<file path="config.mk">
export PLATFORM = sky130hd
export DESIGN_NAME = lss_sequencer
export DESIGN_NICKNAME = d
export VERILOG_FILES = /design/src/lss_pkg.sv /design/src/lss_sequencer.sv /design/src/lss_sync.sv /design/src/lss_glitch_filter.sv
export SDC_FILE = /design/constraint.sdc
export NUM_CORES = 1
export LEC_CHECK = 0
export BUFFER_PORTS_ARGS = -buffer_cell sky130_fd_sc_hd__buf_2
export CAP_MARGIN = 30
export CORE_UTILIZATION = 55
export CTS_BUF_LIST = sky130_fd_sc_hd__clkbuf_2
export DETAILED_ROUTE_END_ITERATION = 12
export GPL_TIMING_DRIVEN = 0
export PLACE_DENSITY = 0.71
export SLEW_MARGIN = 40
export SYNTH_ARGS = -nofsm -noshare
export SYNTH_HDL_FRONTEND = slang
export SYNTH_SLANG_ARGS = --single-unit
export TNS_END_PERCENT = 20
</file>
<file path="constraint.sdc">
create_clock -name ref_clk -period 4.8 [get_ports ref_clk]
set_input_delay 0.96 -clock ref_clk [delete_from_list [all_inputs] [get_ports ref_clk]]
set_output_delay 0.96 -clock ref_clk [all_outputs]
set_load 0.02 [all_outputs]
</file>
<file path="src/lss_pkg.sv">
// Constants and state type for the lamp start-up sequencer
package lss_pkg;

    // Saw-tooth periods on the timing capacitor
    localparam int unsigned PREHEAT_TEETH    = 8;
    localparam int unsigned IGN_WINDOW_TEETH = PREHEAT_TEETH / 4;
    localparam int unsigned TOOTH_CNT_W      = 4;

    // Ignition attempts allowed after each power-up
    localparam int unsigned MAX_IGN_ATTEMPTS = 2;
    localparam int unsigned ATTEMPT_W        = 2;

    // Overcurrent fault time as a fraction of the preheat time
    localparam int unsigned OC_FRAC_NUM      = 1;
    localparam int unsigned OC_FRAC_DEN      = 10;

    // Clock and sense filter timing
    localparam int unsigned CLK_PERIOD_NS    = 10;
    localparam int unsigned SENSE_FILTER_NS  = 30;
    localparam int unsigned SENSE_FILTER_CYC =
        (SENSE_FILTER_NS + CLK_PERIOD_NS - 1) / CLK_PERIOD_NS;

    // Saw-tooth period measurement and synchroniser stages
    localparam int unsigned PERIOD_CNT_W     = 24;
    localparam int unsigned SYNC_STAGES      = 2;

    typedef enum logic [2:0] {
        LSS_RESET,
        LSS_STARTUP,
        LSS_PREHEAT,
        LSS_IGNITION,
        LSS_BURN,
        LSS_HOLD,
        LSS_POWERDOWN
    } lss_state_e;

endpackage

</file>
<file path="src/lss_sequencer.sv">
// Lamp ballast start-up sequencer: reset, start-up, preheat, ignition, burn, hold, power-down
//
// Notes on behaviour
// [RULE_01] Below reset level: hold cleared, switches off
// [RULE_02] Above reset level enters start-up; else reset
// [RULE_03] Start-up: high switch off, low on
// [RULE_04] High gate zero while floating supply low
// [RULE_05] Oscillate from start level, at maximum frequency
// [RULE_06] Timing cap above upper level enters preheat
// [RULE_07] Oscillate only between stop and clamp levels
// [RULE_08] Preheat lowers frequency until sense reaches level
// [RULE_09] Preheat lasts eight timing saw-tooth periods
// [RULE_10] Lamp current feedback off during preheat
// [RULE_11] Low switch sense filtered for 30 ns
// [RULE_12] Supply below stop in preheat enters hold
// [RULE_13] Repeat preheat needs release, then upper crossing
// [RULE_14] Preheat done: ignition, fixed-current downward sweep
// [RULE_15] Current sense above 0.6 V means ignition
// [RULE_16] Without ignition, sweep continues to minimum
// [RULE_17] At most two ignition attempts per power-up
// [RULE_18] Count failed windows only, not supply drops
// [RULE_19] Ignition window is quarter of preheat
// [RULE_20] Second failed attempt enters power-down
// [RULE_21] Power-down level, long overcurrent, capacitive fault
// [RULE_22] Hold: latch set, oscillator off, low on
// [RULE_23] Hold leaves on release level or reset
// [RULE_24] Comparator inputs synchronised to the controller clock
`timescale 1ns/1ps
module lss_sequencer
    import lss_pkg::*;
#(
    parameter int unsigned TEETH_PREHEAT = PREHEAT_TEETH,
    parameter int unsigned TEETH_IGN     = IGN_WINDOW_TEETH,
    parameter int unsigned ATTEMPTS      = MAX_IGN_ATTEMPTS,
    parameter int unsigned FILTER_CYC    = SENSE_FILTER_CYC
) (
    input  wire logic                 ref_clk,
    input  wire logic                 nrst,
    input  wire logic                 supply_above_reset,
    input  wire logic                 supply_above_start,
    input  wire logic                 supply_above_stop,
    input  wire logic                 supply_above_clamp,
    input  wire logic                 floating_supply_ok,
    input  wire logic                 timing_cap_above_upper,
    input  wire logic                 timing_cap_below_release,
    input  wire logic                 timing_cap_below_powerdown,
    input  wire logic                 low_switch_sense_at_level,
    input  wire logic                 current_sense_ignition,
    input  wire logic                 overcurrent_detect,
    input  wire logic                 capacitive_at_max_freq,
    input  wire logic                 oscillator_phase_high,
    output logic                      high_gate_drive,
    output logic                      low_gate_drive,
    output logic                      oscillator_enable,
    output logic                      vco_hold_max_freq,
    output logic                      vco_preheat_charge,
    output logic                      vco_sweep_charge,
    output logic                      current_feedback_enable,
    output logic                      hold_latch,
    output logic                      lamp_ignited,
    output logic                      power_down,
    output logic [ATTEMPT_W-1:0]      ignition_attempts,
    output logic [2:0]                sequencer_state
);

    localparam int unsigned NSYNC = 12;

    // Overcurrent time exceeds the fraction of the preheat time
    function automatic logic oc_exceeds(input logic [PERIOD_CNT_W-1:0] oc_len,
                                        input logic [PERIOD_CNT_W-1:0] tooth_len);
        logic [PERIOD_CNT_W+7:0] lhs;
        logic [PERIOD_CNT_W+7:0] rhs;
        lhs = (PERIOD_CNT_W+8)'(oc_len) * (PERIOD_CNT_W+8)'(OC_FRAC_DEN);
        rhs = (PERIOD_CNT_W+8)'(tooth_len) * (PERIOD_CNT_W+8)'(TEETH_PREHEAT * OC_FRAC_NUM);
        return lhs > rhs;
    endfunction

    logic [NSYNC-1:0] raw_vec;
    logic [NSYNC-1:0] syn_vec;
    logic             rst_ok_s;
    logic             start_s;
    logic             stop_s;
    logic             clamp_s;
    logic             fs_ok_s;
    logic             upper_s;
    logic             release_s;
    logic             pd_s;
    logic             sense_s;
    logic             ign_s;
    logic             oc_s;
    logic             capmode_s;
    logic             sense_f;

    assign raw_vec = {supply_above_reset, supply_above_start, supply_above_stop,
                      supply_above_clamp, floating_supply_ok, timing_cap_above_upper,
                      timing_cap_below_release, timing_cap_below_powerdown,
                      low_switch_sense_at_level, current_sense_ignition,
                      overcurrent_detect, capacitive_at_max_freq};

    lss_sync #(
        .WIDTH (NSYNC)
    ) u_sync (
        .ref_clk  (ref_clk),
        .nrst     (nrst),
        .async_in (raw_vec),
        .sync_out (syn_vec)
    ); // RULE_24

    assign {rst_ok_s, start_s, stop_s, clamp_s, fs_ok_s, upper_s,
            release_s, pd_s, sense_s, ign_s, oc_s, capmode_s} = syn_vec;

    lss_glitch_filter #(
        .CYCLES (FILTER_CYC)
    ) u_sense_filt (
        .ref_clk  (ref_clk),
        .nrst     (nrst),
        .raw_in   (sense_s),
        .filt_out (sense_f)
    ); // RULE_11

    lss_state_e                  state_q;
    lss_state_e                  state_d;
    logic                        upper_prev_q;
    logic                        tooth;
    logic [TOOTH_CNT_W-1:0]      teeth_q;
    logic [ATTEMPT_W-1:0]        attempts_q;
    logic                        hold_q;
    logic                        osc_run_q;
    logic                        osc_ok;
    logic                        released_q;
    logic [PERIOD_CNT_W-1:0]     period_cnt_q;
    logic [PERIOD_CNT_W-1:0]     period_len_q;
    logic [PERIOD_CNT_W-1:0]     oc_cnt_q;
    logic                        fault;
    logic                        ign_window_end;
    logic                        preheat_done;

    // Each rising crossing of the upper level closes one saw-tooth period
    assign tooth = upper_s & ~upper_prev_q;
    assign osc_ok = stop_s & ~clamp_s; // RULE_07
    assign preheat_done = tooth && (teeth_q == TOOTH_CNT_W'(TEETH_PREHEAT - 1)); // RULE_09
    assign ign_window_end = tooth && (teeth_q == TOOTH_CNT_W'(TEETH_IGN - 1)); // RULE_19

    always_ff @(posedge ref_clk) begin
        if (!nrst) begin
            upper_prev_q <= 1'b0;
        end else begin
            upper_prev_q <= upper_s;
        end
    end

    // Fault conditions that end in power-down
    always_comb begin
        fault = 1'b0;
        if (state_q == LSS_PREHEAT || state_q == LSS_IGNITION || state_q == LSS_BURN) begin
            fault = pd_s; // RULE_21
        end
        if (state_q == LSS_BURN) begin
            fault = fault | capmode_s | oc_exceeds(oc_cnt_q, period_len_q); // RULE_21
        end
    end

    // State transitions; loss of the reset level overrides everything
    always_comb begin
        state_d = state_q;
        if (!rst_ok_s) begin
            state_d = LSS_RESET; // RULE_01 RULE_02
        end else begin
            case (state_q)
                LSS_RESET: begin
                    state_d = LSS_STARTUP; // RULE_02
                end
                LSS_STARTUP: begin
                    if (osc_run_q && osc_ok && start_s && tooth && released_q) begin
                        state_d = LSS_PREHEAT; // RULE_06 RULE_13
                    end
                end
                LSS_PREHEAT: begin
                    if (fault) begin
                        state_d = LSS_POWERDOWN; // RULE_21
                    end else if (!stop_s) begin
                        state_d = LSS_HOLD; // RULE_12
                    end else if (preheat_done) begin
                        state_d = LSS_IGNITION; // RULE_14
                    end
                end
                LSS_IGNITION: begin
                    if (fault) begin
                        state_d = LSS_POWERDOWN; // RULE_21
                    end else if (ign_s) begin
                        state_d = LSS_BURN; // RULE_15
                    end else if (!stop_s) begin
                        state_d = LSS_HOLD; // RULE_18
                    end else if (ign_window_end) begin
                        if (attempts_q == ATTEMPT_W'(ATTEMPTS - 1)) begin
                            state_d = LSS_POWERDOWN; // RULE_20
                        end else begin
                            state_d = LSS_HOLD;
                        end
                    end
                end
                LSS_BURN: begin
                    if (fault) begin
                        state_d = LSS_POWERDOWN; // RULE_21
                    end
                end
                LSS_HOLD: begin
                    if (release_s) begin
                        state_d = LSS_STARTUP; // RULE_23
                    end
                end
                LSS_POWERDOWN: begin
                    state_d = LSS_POWERDOWN;
                end
                default: begin
                    state_d = LSS_RESET;
                end
            endcase
        end
    end

    always_ff @(posedge ref_clk) begin
        if (!nrst) begin
            state_q <= LSS_RESET;
        end else begin
            state_q <= state_d;
        end
    end

    // Saw-tooth counter, restarted on every entry to a timed state
    always_ff @(posedge ref_clk) begin
        if (!nrst) begin
            teeth_q <= '0;
        end else if (state_d != state_q) begin
            teeth_q <= '0;
        end else if (tooth) begin
            teeth_q <= teeth_q + TOOTH_CNT_W'(1);
        end
    end

    // Attempts survive hold but are cleared by each power-up
    always_ff @(posedge ref_clk) begin
        if (!nrst) begin
            attempts_q <= '0;
        end else if (state_q == LSS_RESET) begin
            attempts_q <= '0; // RULE_17
        end else if (state_q == LSS_IGNITION && !ign_s && stop_s && !fault
                     && ign_window_end) begin
            attempts_q <= attempts_q + ATTEMPT_W'(1); // RULE_18
        end
    end

    always_ff @(posedge ref_clk) begin
        if (!nrst) begin
            hold_q <= 1'b0;
        end else if (state_q == LSS_RESET) begin
            hold_q <= 1'b0; // RULE_01
        end else if (state_q == LSS_HOLD) begin
            hold_q <= 1'b1; // RULE_22
        end
    end

    // A retry needs the timing cap to have passed the release level first
    always_ff @(posedge ref_clk) begin
        if (!nrst) begin
            released_q <= 1'b1;
        end else if (state_q == LSS_RESET) begin
            released_q <= 1'b1;
        end else if (state_q == LSS_HOLD) begin
            released_q <= release_s; // RULE_13
        end
    end

    // Oscillator arms at the start level and stops outside stop..clamp
    always_ff @(posedge ref_clk) begin
        if (!nrst) begin
            osc_run_q <= 1'b0;
        end else if (state_d == LSS_RESET || state_d == LSS_HOLD
                     || state_d == LSS_POWERDOWN) begin
            osc_run_q <= 1'b0; // RULE_22
        end else if (!osc_ok) begin
            osc_run_q <= 1'b0; // RULE_07
        end else if (state_q == LSS_STARTUP && start_s) begin
            osc_run_q <= 1'b1; // RULE_05
        end
    end

    // Last saw-tooth period length, the base for the overcurrent time
    always_ff @(posedge ref_clk) begin
        if (!nrst) begin
            period_cnt_q <= '0;
            period_len_q <= '1;
        end else if (tooth) begin
            period_cnt_q <= '0;
            period_len_q <= period_cnt_q;
        end else if (period_cnt_q != '1) begin
            period_cnt_q <= period_cnt_q + PERIOD_CNT_W'(1);
        end
    end

    // Only a continuous overcurrent accumulates time
    always_ff @(posedge ref_clk) begin
        if (!nrst) begin
            oc_cnt_q <= '0;
        end else if (state_q != LSS_BURN || !oc_s) begin
            oc_cnt_q <= '0;
        end else if (oc_cnt_q != '1) begin
            oc_cnt_q <= oc_cnt_q + PERIOD_CNT_W'(1);
        end
    end

    // Registered outputs; gate drives follow the oscillator phase a cycle late
    always_ff @(posedge ref_clk) begin
        if (!nrst) begin
            high_gate_drive         <= 1'b0;
            low_gate_drive          <= 1'b0;
            oscillator_enable       <= 1'b0;
            vco_hold_max_freq       <= 1'b1;
            vco_preheat_charge      <= 1'b0;
            vco_sweep_charge        <= 1'b0;
            current_feedback_enable <= 1'b0;
            lamp_ignited            <= 1'b0;
            power_down              <= 1'b0;
        end else begin
            oscillator_enable <= osc_run_q & osc_ok;
            vco_hold_max_freq <= (state_q == LSS_STARTUP) || !osc_run_q; // RULE_05
            vco_preheat_charge <= (state_q == LSS_PREHEAT) & ~sense_f; // RULE_08
            vco_sweep_charge <= (state_q == LSS_IGNITION); // RULE_14 RULE_16
            current_feedback_enable <= (state_q == LSS_BURN); // RULE_10
            lamp_ignited <= (state_q == LSS_BURN);
            power_down <= (state_q == LSS_POWERDOWN);
            case (state_q)
                LSS_RESET, LSS_POWERDOWN: begin
                    high_gate_drive <= 1'b0; // RULE_01
                    low_gate_drive  <= 1'b0;
                end
                LSS_HOLD: begin
                    high_gate_drive <= 1'b0; // RULE_22
                    low_gate_drive  <= 1'b1;
                end
                default: begin
                    if (osc_run_q && osc_ok && state_q != LSS_STARTUP) begin
                        high_gate_drive <= oscillator_phase_high & fs_ok_s; // RULE_04
                        low_gate_drive  <= ~oscillator_phase_high;
                    end else if (osc_run_q && osc_ok) begin
                        high_gate_drive <= oscillator_phase_high & fs_ok_s; // RULE_04
                        low_gate_drive  <= ~oscillator_phase_high;
                    end else begin
                        high_gate_drive <= 1'b0; // RULE_03
                        low_gate_drive  <= 1'b1;
                    end
                end
            endcase
        end
    end

    assign hold_latch        = hold_q;
    assign ignition_attempts = attempts_q;
    assign sequencer_state   = state_q;

endmodule

</file>
<file path="src/lss_sync.sv">
// Two-stage synchroniser bank for comparator inputs
`timescale 1ns/1ps
module lss_sync
    import lss_pkg::*;
#(
    parameter int unsigned WIDTH = 1
) (
    input  wire logic             ref_clk,
    input  wire logic             nrst,
    input  wire logic [WIDTH-1:0] async_in,
    output logic      [WIDTH-1:0] sync_out
);

    logic [WIDTH-1:0] meta_q;

    // The first stage feeds only the second stage
    always_ff @(posedge ref_clk) begin
        if (!nrst) begin
            meta_q   <= '0;
            sync_out <= '0;
        end else begin
            meta_q   <= async_in;
            sync_out <= meta_q;
        end
    end

endmodule

</file>
<file path="src/lss_glitch_filter.sv">
// Glitch filter: output follows input once stable for CYCLES clocks
`timescale 1ns/1ps
module lss_glitch_filter
    import lss_pkg::*;
#(
    parameter int unsigned CYCLES = SENSE_FILTER_CYC
) (
    input  wire logic ref_clk,
    input  wire logic nrst,
    input  wire logic raw_in,
    output logic      filt_out
);

    localparam int unsigned CW = $clog2(CYCLES + 1);

    logic [CW-1:0] stable_q;

    always_ff @(posedge ref_clk) begin
        if (!nrst) begin
            stable_q <= '0;
            filt_out <= 1'b0;
        end else if (raw_in == filt_out) begin
            stable_q <= '0;
        end else if (stable_q == CW'(CYCLES - 1)) begin
            stable_q <= '0;
            filt_out <= raw_in;
        end else begin
            stable_q <= stable_q + CW'(1);
        end
    end

endmodule

</file>
==> results.md <==
- Buffer type at the clock tree root: sky130_fd_sc_hd__clkbuf_2
- Class of the tightest hold or removal check: reg -> reg
- Count of final hold-check violations: 0
- Post-route clock period utilization: 92.1%
- Post-Synth XOR/XNOR Area: 7.83%
- Pins over their slew limit: 0
- Peak clock frequency supported by timing: between 0.2 and 0.25 GHz
- Static power due to leakage: between 3 and 4 nW
- Number of failing setup endpoints in the final timing report: 0
- Die height: between 100 and 150 um
- Floorplan die area: 12700 um^2
- Antenna violations before repair: 1
- Max rail drop VDD: between 0.15 and 0.2 mV
- Floorplan core area: 11700 um^2
- I/O Pins: 30
- Width of the die: about 110 um
- Via count normalized by instance count: approximately 5.7
- Area share of fa/ha/maj cells after synthesis: between 10% and 20%
- Sum of overflow across all layers after global routing: 0
- Vias in the first global route: roughly 5400
- Critical-path top delay cell: sky130_fd_sc_hd__dfxtp_1
- Multiplexer share of the synthesized area: less than 1%
- Number of buffers added to fix hold violations after cts: 0
- Post-synth EDFFs: 0
- Commonest register cell after synthesis: sky130_fd_sc_hd__dfxtp_1
- Maximum buffer depth of the clock tree: 2
- # DRC: 0
- CP startpoint kind: flip-flop
- Max-cap violations: 0
- Dominant combinational cell family by area after synthesis: simple AND/OR/NAND/NOR gates
- Fraction of the mapped netlist area in simple logic gates: 23.0%
- Post-synthesis cell type count: around 60
- Req. time, crit path: 5.44 ns
- Top fanout value on the critical path: 6
- Fin crit period: about 4.4 ns
- Number of clock sinks: 120
- Share of the synthesized area in compound gates (AO/OA/AOI/OAI): roughly 14%
- Part of the Yosys area used for sequential elements: 35.8%
- Deepest level of the CTS H-tree: 4
- Area growth from synthesis to layout: 9.00%
- Worst path cell trace: ha_1 -> ha_1 -> nand2_1 -> o21a_1 -> a221o_1 -> a221o_1 -> o21ai_2 -> a21o_1 -> a21oi_1 -> xnor2_1 -> ha_1 -> a21o_1 -> a2111oi_0 -> and3b_1 -> a21oi_1 -> o21ai_2 -> o21ai_2 -> a211oi_2
- Fillcell total: 1055
- Starting utilization of the core area: between 50% and 60%
- Number of nets with antenna violations after routing: 0
- Fraction of synthesis flops using an asynchronous set or reset pin: 0%
- Maximum number of pins on one net before global-route repair: 17
- Multi-input gate area in the final layout: just over 4000 um^2
- Register Area: 2410 um^2
- Worst endpoint data arrival time: 5.05 ns
- CTS clock-pin slew for the worst setup and hold paths: around 0.21 ns
- Outcome: finished, final reports clean
- Synth Instances: 780
- Length of the first detailed-routing pass in iterations: 5
- Overall Global Routing Usage: approximately a quarter
- Slew at the pin with the worst max-slew slack: ~0.53 ns
- TritonCTS clock tree: built
- Cell Area, Placed: 7040 um^2
- Final cell area excluding filler cells: 7320 um^2
- Clock skew after layout: slightly above 0.03 ns
- Post-DP HPWL: between 10 and 15 mm
- CTS Buf Count: 17
- Clock latency on the worst-skew pair: around 0.7 ns
- Synthesized Nets: 871
- Vias: between 5000 and 6000
- Port bufs: 29
- TNS Setup: 0 ns
- Mean cell area of the mapped netlist: 8.61 um^2
- Site Rows: 39
- Synthesis Warnings: 0
- Placer's final routability congestion estimate: 0.844
- Delay contributed by the slowest stage of the critical path: roughly 0.47 ns
- Category of the most critical setup path: reg -> reg
- Nature of the critical path endpoint: flip-flop
- Share of final-layout standard cells stronger than drive strength 1: between 10% and 20%
- 1st-iter DRT viols: ~420
- First-pass GRT wire length: around 24 mm
- Number of nets in the layout: a little over 900
- P per Cell Area: 234 nW/um^2
- Flop and latch count out of synthesis: 120
- RSZ-0062 raised after global routing: false
- Netlist area before placement: roughly 6700 um^2
- Worst slew margin: between 60 and 70%
- Avg WL per Cell: about 14 um
- Final wirelength: ~14 mm
## registers in the layout (all words and copies together), names as in the netlist, 2 cells and up
name	flops
oc_cnt_q	24
u_sync.sync_out	12
teeth_q	4
u_sync.meta_q	12
period_cnt_q	24
period_len_q	24
u_sense_filt.stable_q	2
sequencer_state	3
ignition_attempts	2
## report_power, final
part	switching, mW	total [mW]	internal [mW]	leakage [nW]
clock	0.411	0.597	0.186	0.124
combinational	0.0498	0.0824	0.0326	2.16
sequential	0.0134	1.03	1.02	0.979
## final cells by class
class	instances	share of cell area (%)
plain buffers	22	1.26
well taps	143	2.44
diodes	1	0.0342
multi-input cells	586	55.7
flip-flops and latches	120	32.9
clock buffers	17	1.16
inverters	51	2.62
clock inverters	15	1.74
repair buffers	30	2.09
## synthesized netlist by cell type, types with 2 or more instances
master	instances	area share, %
sky130_fd_sc_hd__and4_1	6	0.78
sky130_fd_sc_hd__nor2_1	78	4.4
sky130_fd_sc_hd__o21a_1	6	0.67
sky130_fd_sc_hd__o21ai_1	9	0.67
sky130_fd_sc_hd__clkbuf_1	17	0.95
sky130_fd_sc_hd__xor2_1	25	3.3
sky130_fd_sc_hd__o311ai_1	3	0.39
sky130_fd_sc_hd__nor2b_1	12	1.1
sky130_fd_sc_hd__nor3_1	11	0.82
sky130_fd_sc_hd__a21oi_1	38	2.8
sky130_fd_sc_hd__nand2_1	66	3.7
sky130_fd_sc_hd__or3_1	14	1.3
sky130_fd_sc_hd__and3b_1	3	0.39
sky130_fd_sc_hd__ha_1	75	14
sky130_fd_sc_hd__dfxtp_1	120	36
sky130_fd_sc_hd__a211oi_1	3	0.34
sky130_fd_sc_hd__buf_1	2	0.11
sky130_fd_sc_hd__or4_1	4	0.45
sky130_fd_sc_hd__nand3_1	19	1.4
sky130_fd_sc_hd__nor4_1	4	0.37
sky130_fd_sc_hd__a221o_1	3	0.45
sky130_fd_sc_hd__xnor2_1	35	4.6
sky130_fd_sc_hd__o211ai_1	27	3.0
sky130_fd_sc_hd__o21bai_1	3	0.34
sky130_fd_sc_hd__a2111oi_0	2	0.26
sky130_fd_sc_hd__a221oi_1	2	0.26
sky130_fd_sc_hd__a31oi_1	2	0.19
sky130_fd_sc_hd__o2111ai_1	2	0.26
sky130_fd_sc_hd__o21ai_0	17	1.3
sky130_fd_sc_hd__buf_4	2	0.22
sky130_fd_sc_hd__and3_1	17	1.6
sky130_fd_sc_hd__o31ai_1	3	0.34
sky130_fd_sc_hd__a21o_1	8	0.89
sky130_fd_sc_hd__buf_2	2	0.15
sky130_fd_sc_hd__mux2i_1	3	0.45
sky130_fd_sc_hd__inv_1	50	2.8
sky130_fd_sc_hd__nand4_1	26	2.4
sky130_fd_sc_hd__and2_1	34	3.2
sky130_fd_sc_hd__nand2b_1	7	0.65
## timing repair
action                                 4_1_cts  5_1_grt
setup buffers                                0        1
setup endpoints to repair                    1        5
endpoints found under the hold margin        0        0
resized for setup                            1       15
pin swaps                                    0        3
## path summary, 6_finish.rpt
path	slack [ns]	from	to	cells past startpoint
hold / removal	0.43	osc_run_q$_SDFFE_PP0P_	vco_hold_max_freq$_SDFF_PN1_	1
setup / recovery	0.38	oc_cnt_q[17]$_SDFFE_PP0P_	teeth_q[1]$_SDFFE_PP0P_	18
setup reg to reg	0.38	oc_cnt_q[17]$_SDFFE_PP0P_	teeth_q[1]$_SDFFE_PP0P_	18
hold reg to reg	0.43	osc_run_q$_SDFFE_PP0P_	vco_hold_max_freq$_SDFF_PN1_	1
## through the flow
stage               setup slack, ns  utilization [%]  total power [mW]  hold WS, ns  instances
floorplan                     0.699                -              1.11        0.376        780
global placement              0.111             60.4              1.13        0.400        952
detailed placement           0.0303             60.4              1.14        0.404        952
CTS                          0.0520             62.2              1.74        0.359        984
global route                 0.0595             62.8              1.80        0.337        985
finish                        0.382             62.8              1.71        0.425        985
## routing by layer
layer  vias up  GRT usage, %  wire [um]
li1       2851             -          -
met1      2581          28.0       6290
met2       123          42.1       6740
met3        26          5.45        546
met4         0          10.8        340
met5         -             0          0
## placed cells by master (no fill, tap or decap), types with 14 or more instances in the layout
cell type                  synthesis  layout
sky130_fd_sc_hd__nand2_1          66      66
sky130_fd_sc_hd__nand4_1          26      26
sky130_fd_sc_hd__nor2_1           78      78
sky130_fd_sc_hd__clkbuf_1         17      16
sky130_fd_sc_hd__o21ai_0          17      17
sky130_fd_sc_hd__and3_1           17      17
sky130_fd_sc_hd__a21oi_1          38      38
sky130_fd_sc_hd__buf_2             2      31
sky130_fd_sc_hd__dfxtp_1         120     115
sky130_fd_sc_hd__ha_1             75      75
sky130_fd_sc_hd__o211ai_1         27      27
sky130_fd_sc_hd__inv_1            50      50
sky130_fd_sc_hd__xor2_1           25      25
sky130_fd_sc_hd__xnor2_1          35      35
sky130_fd_sc_hd__and2_1           34      34
sky130_fd_sc_hd__or3_1            14      14
sky130_fd_sc_hd__clkbuf_2          0      17
sky130_fd_sc_hd__nand3_1          19      19
## critical path, delay by kind of cell, from the launching register on
family | cells | cell delay [ns]
xor+xnor | 1 | 0.14
flops | 1 | 0.47
fa+ha+maj | 3 | 0.93
simple gates | 2 | 0.31
compound gates | 12 | 2.51
## cells by family after synthesis
| logic type | count (synthesis) |
|---|---|
| adder cells (fa/ha/maj) | 76 |
| flip-flops | 120 |
| AND/OR/NAND/NOR | 305 |
| XOR/XNOR | 60 |
| buffers and inverters | 74 |
| multiplexers | 3 |
| AO/OA/AOI/OAI | 142 |
Note: power is estimated with default switching activity, not from simulation.
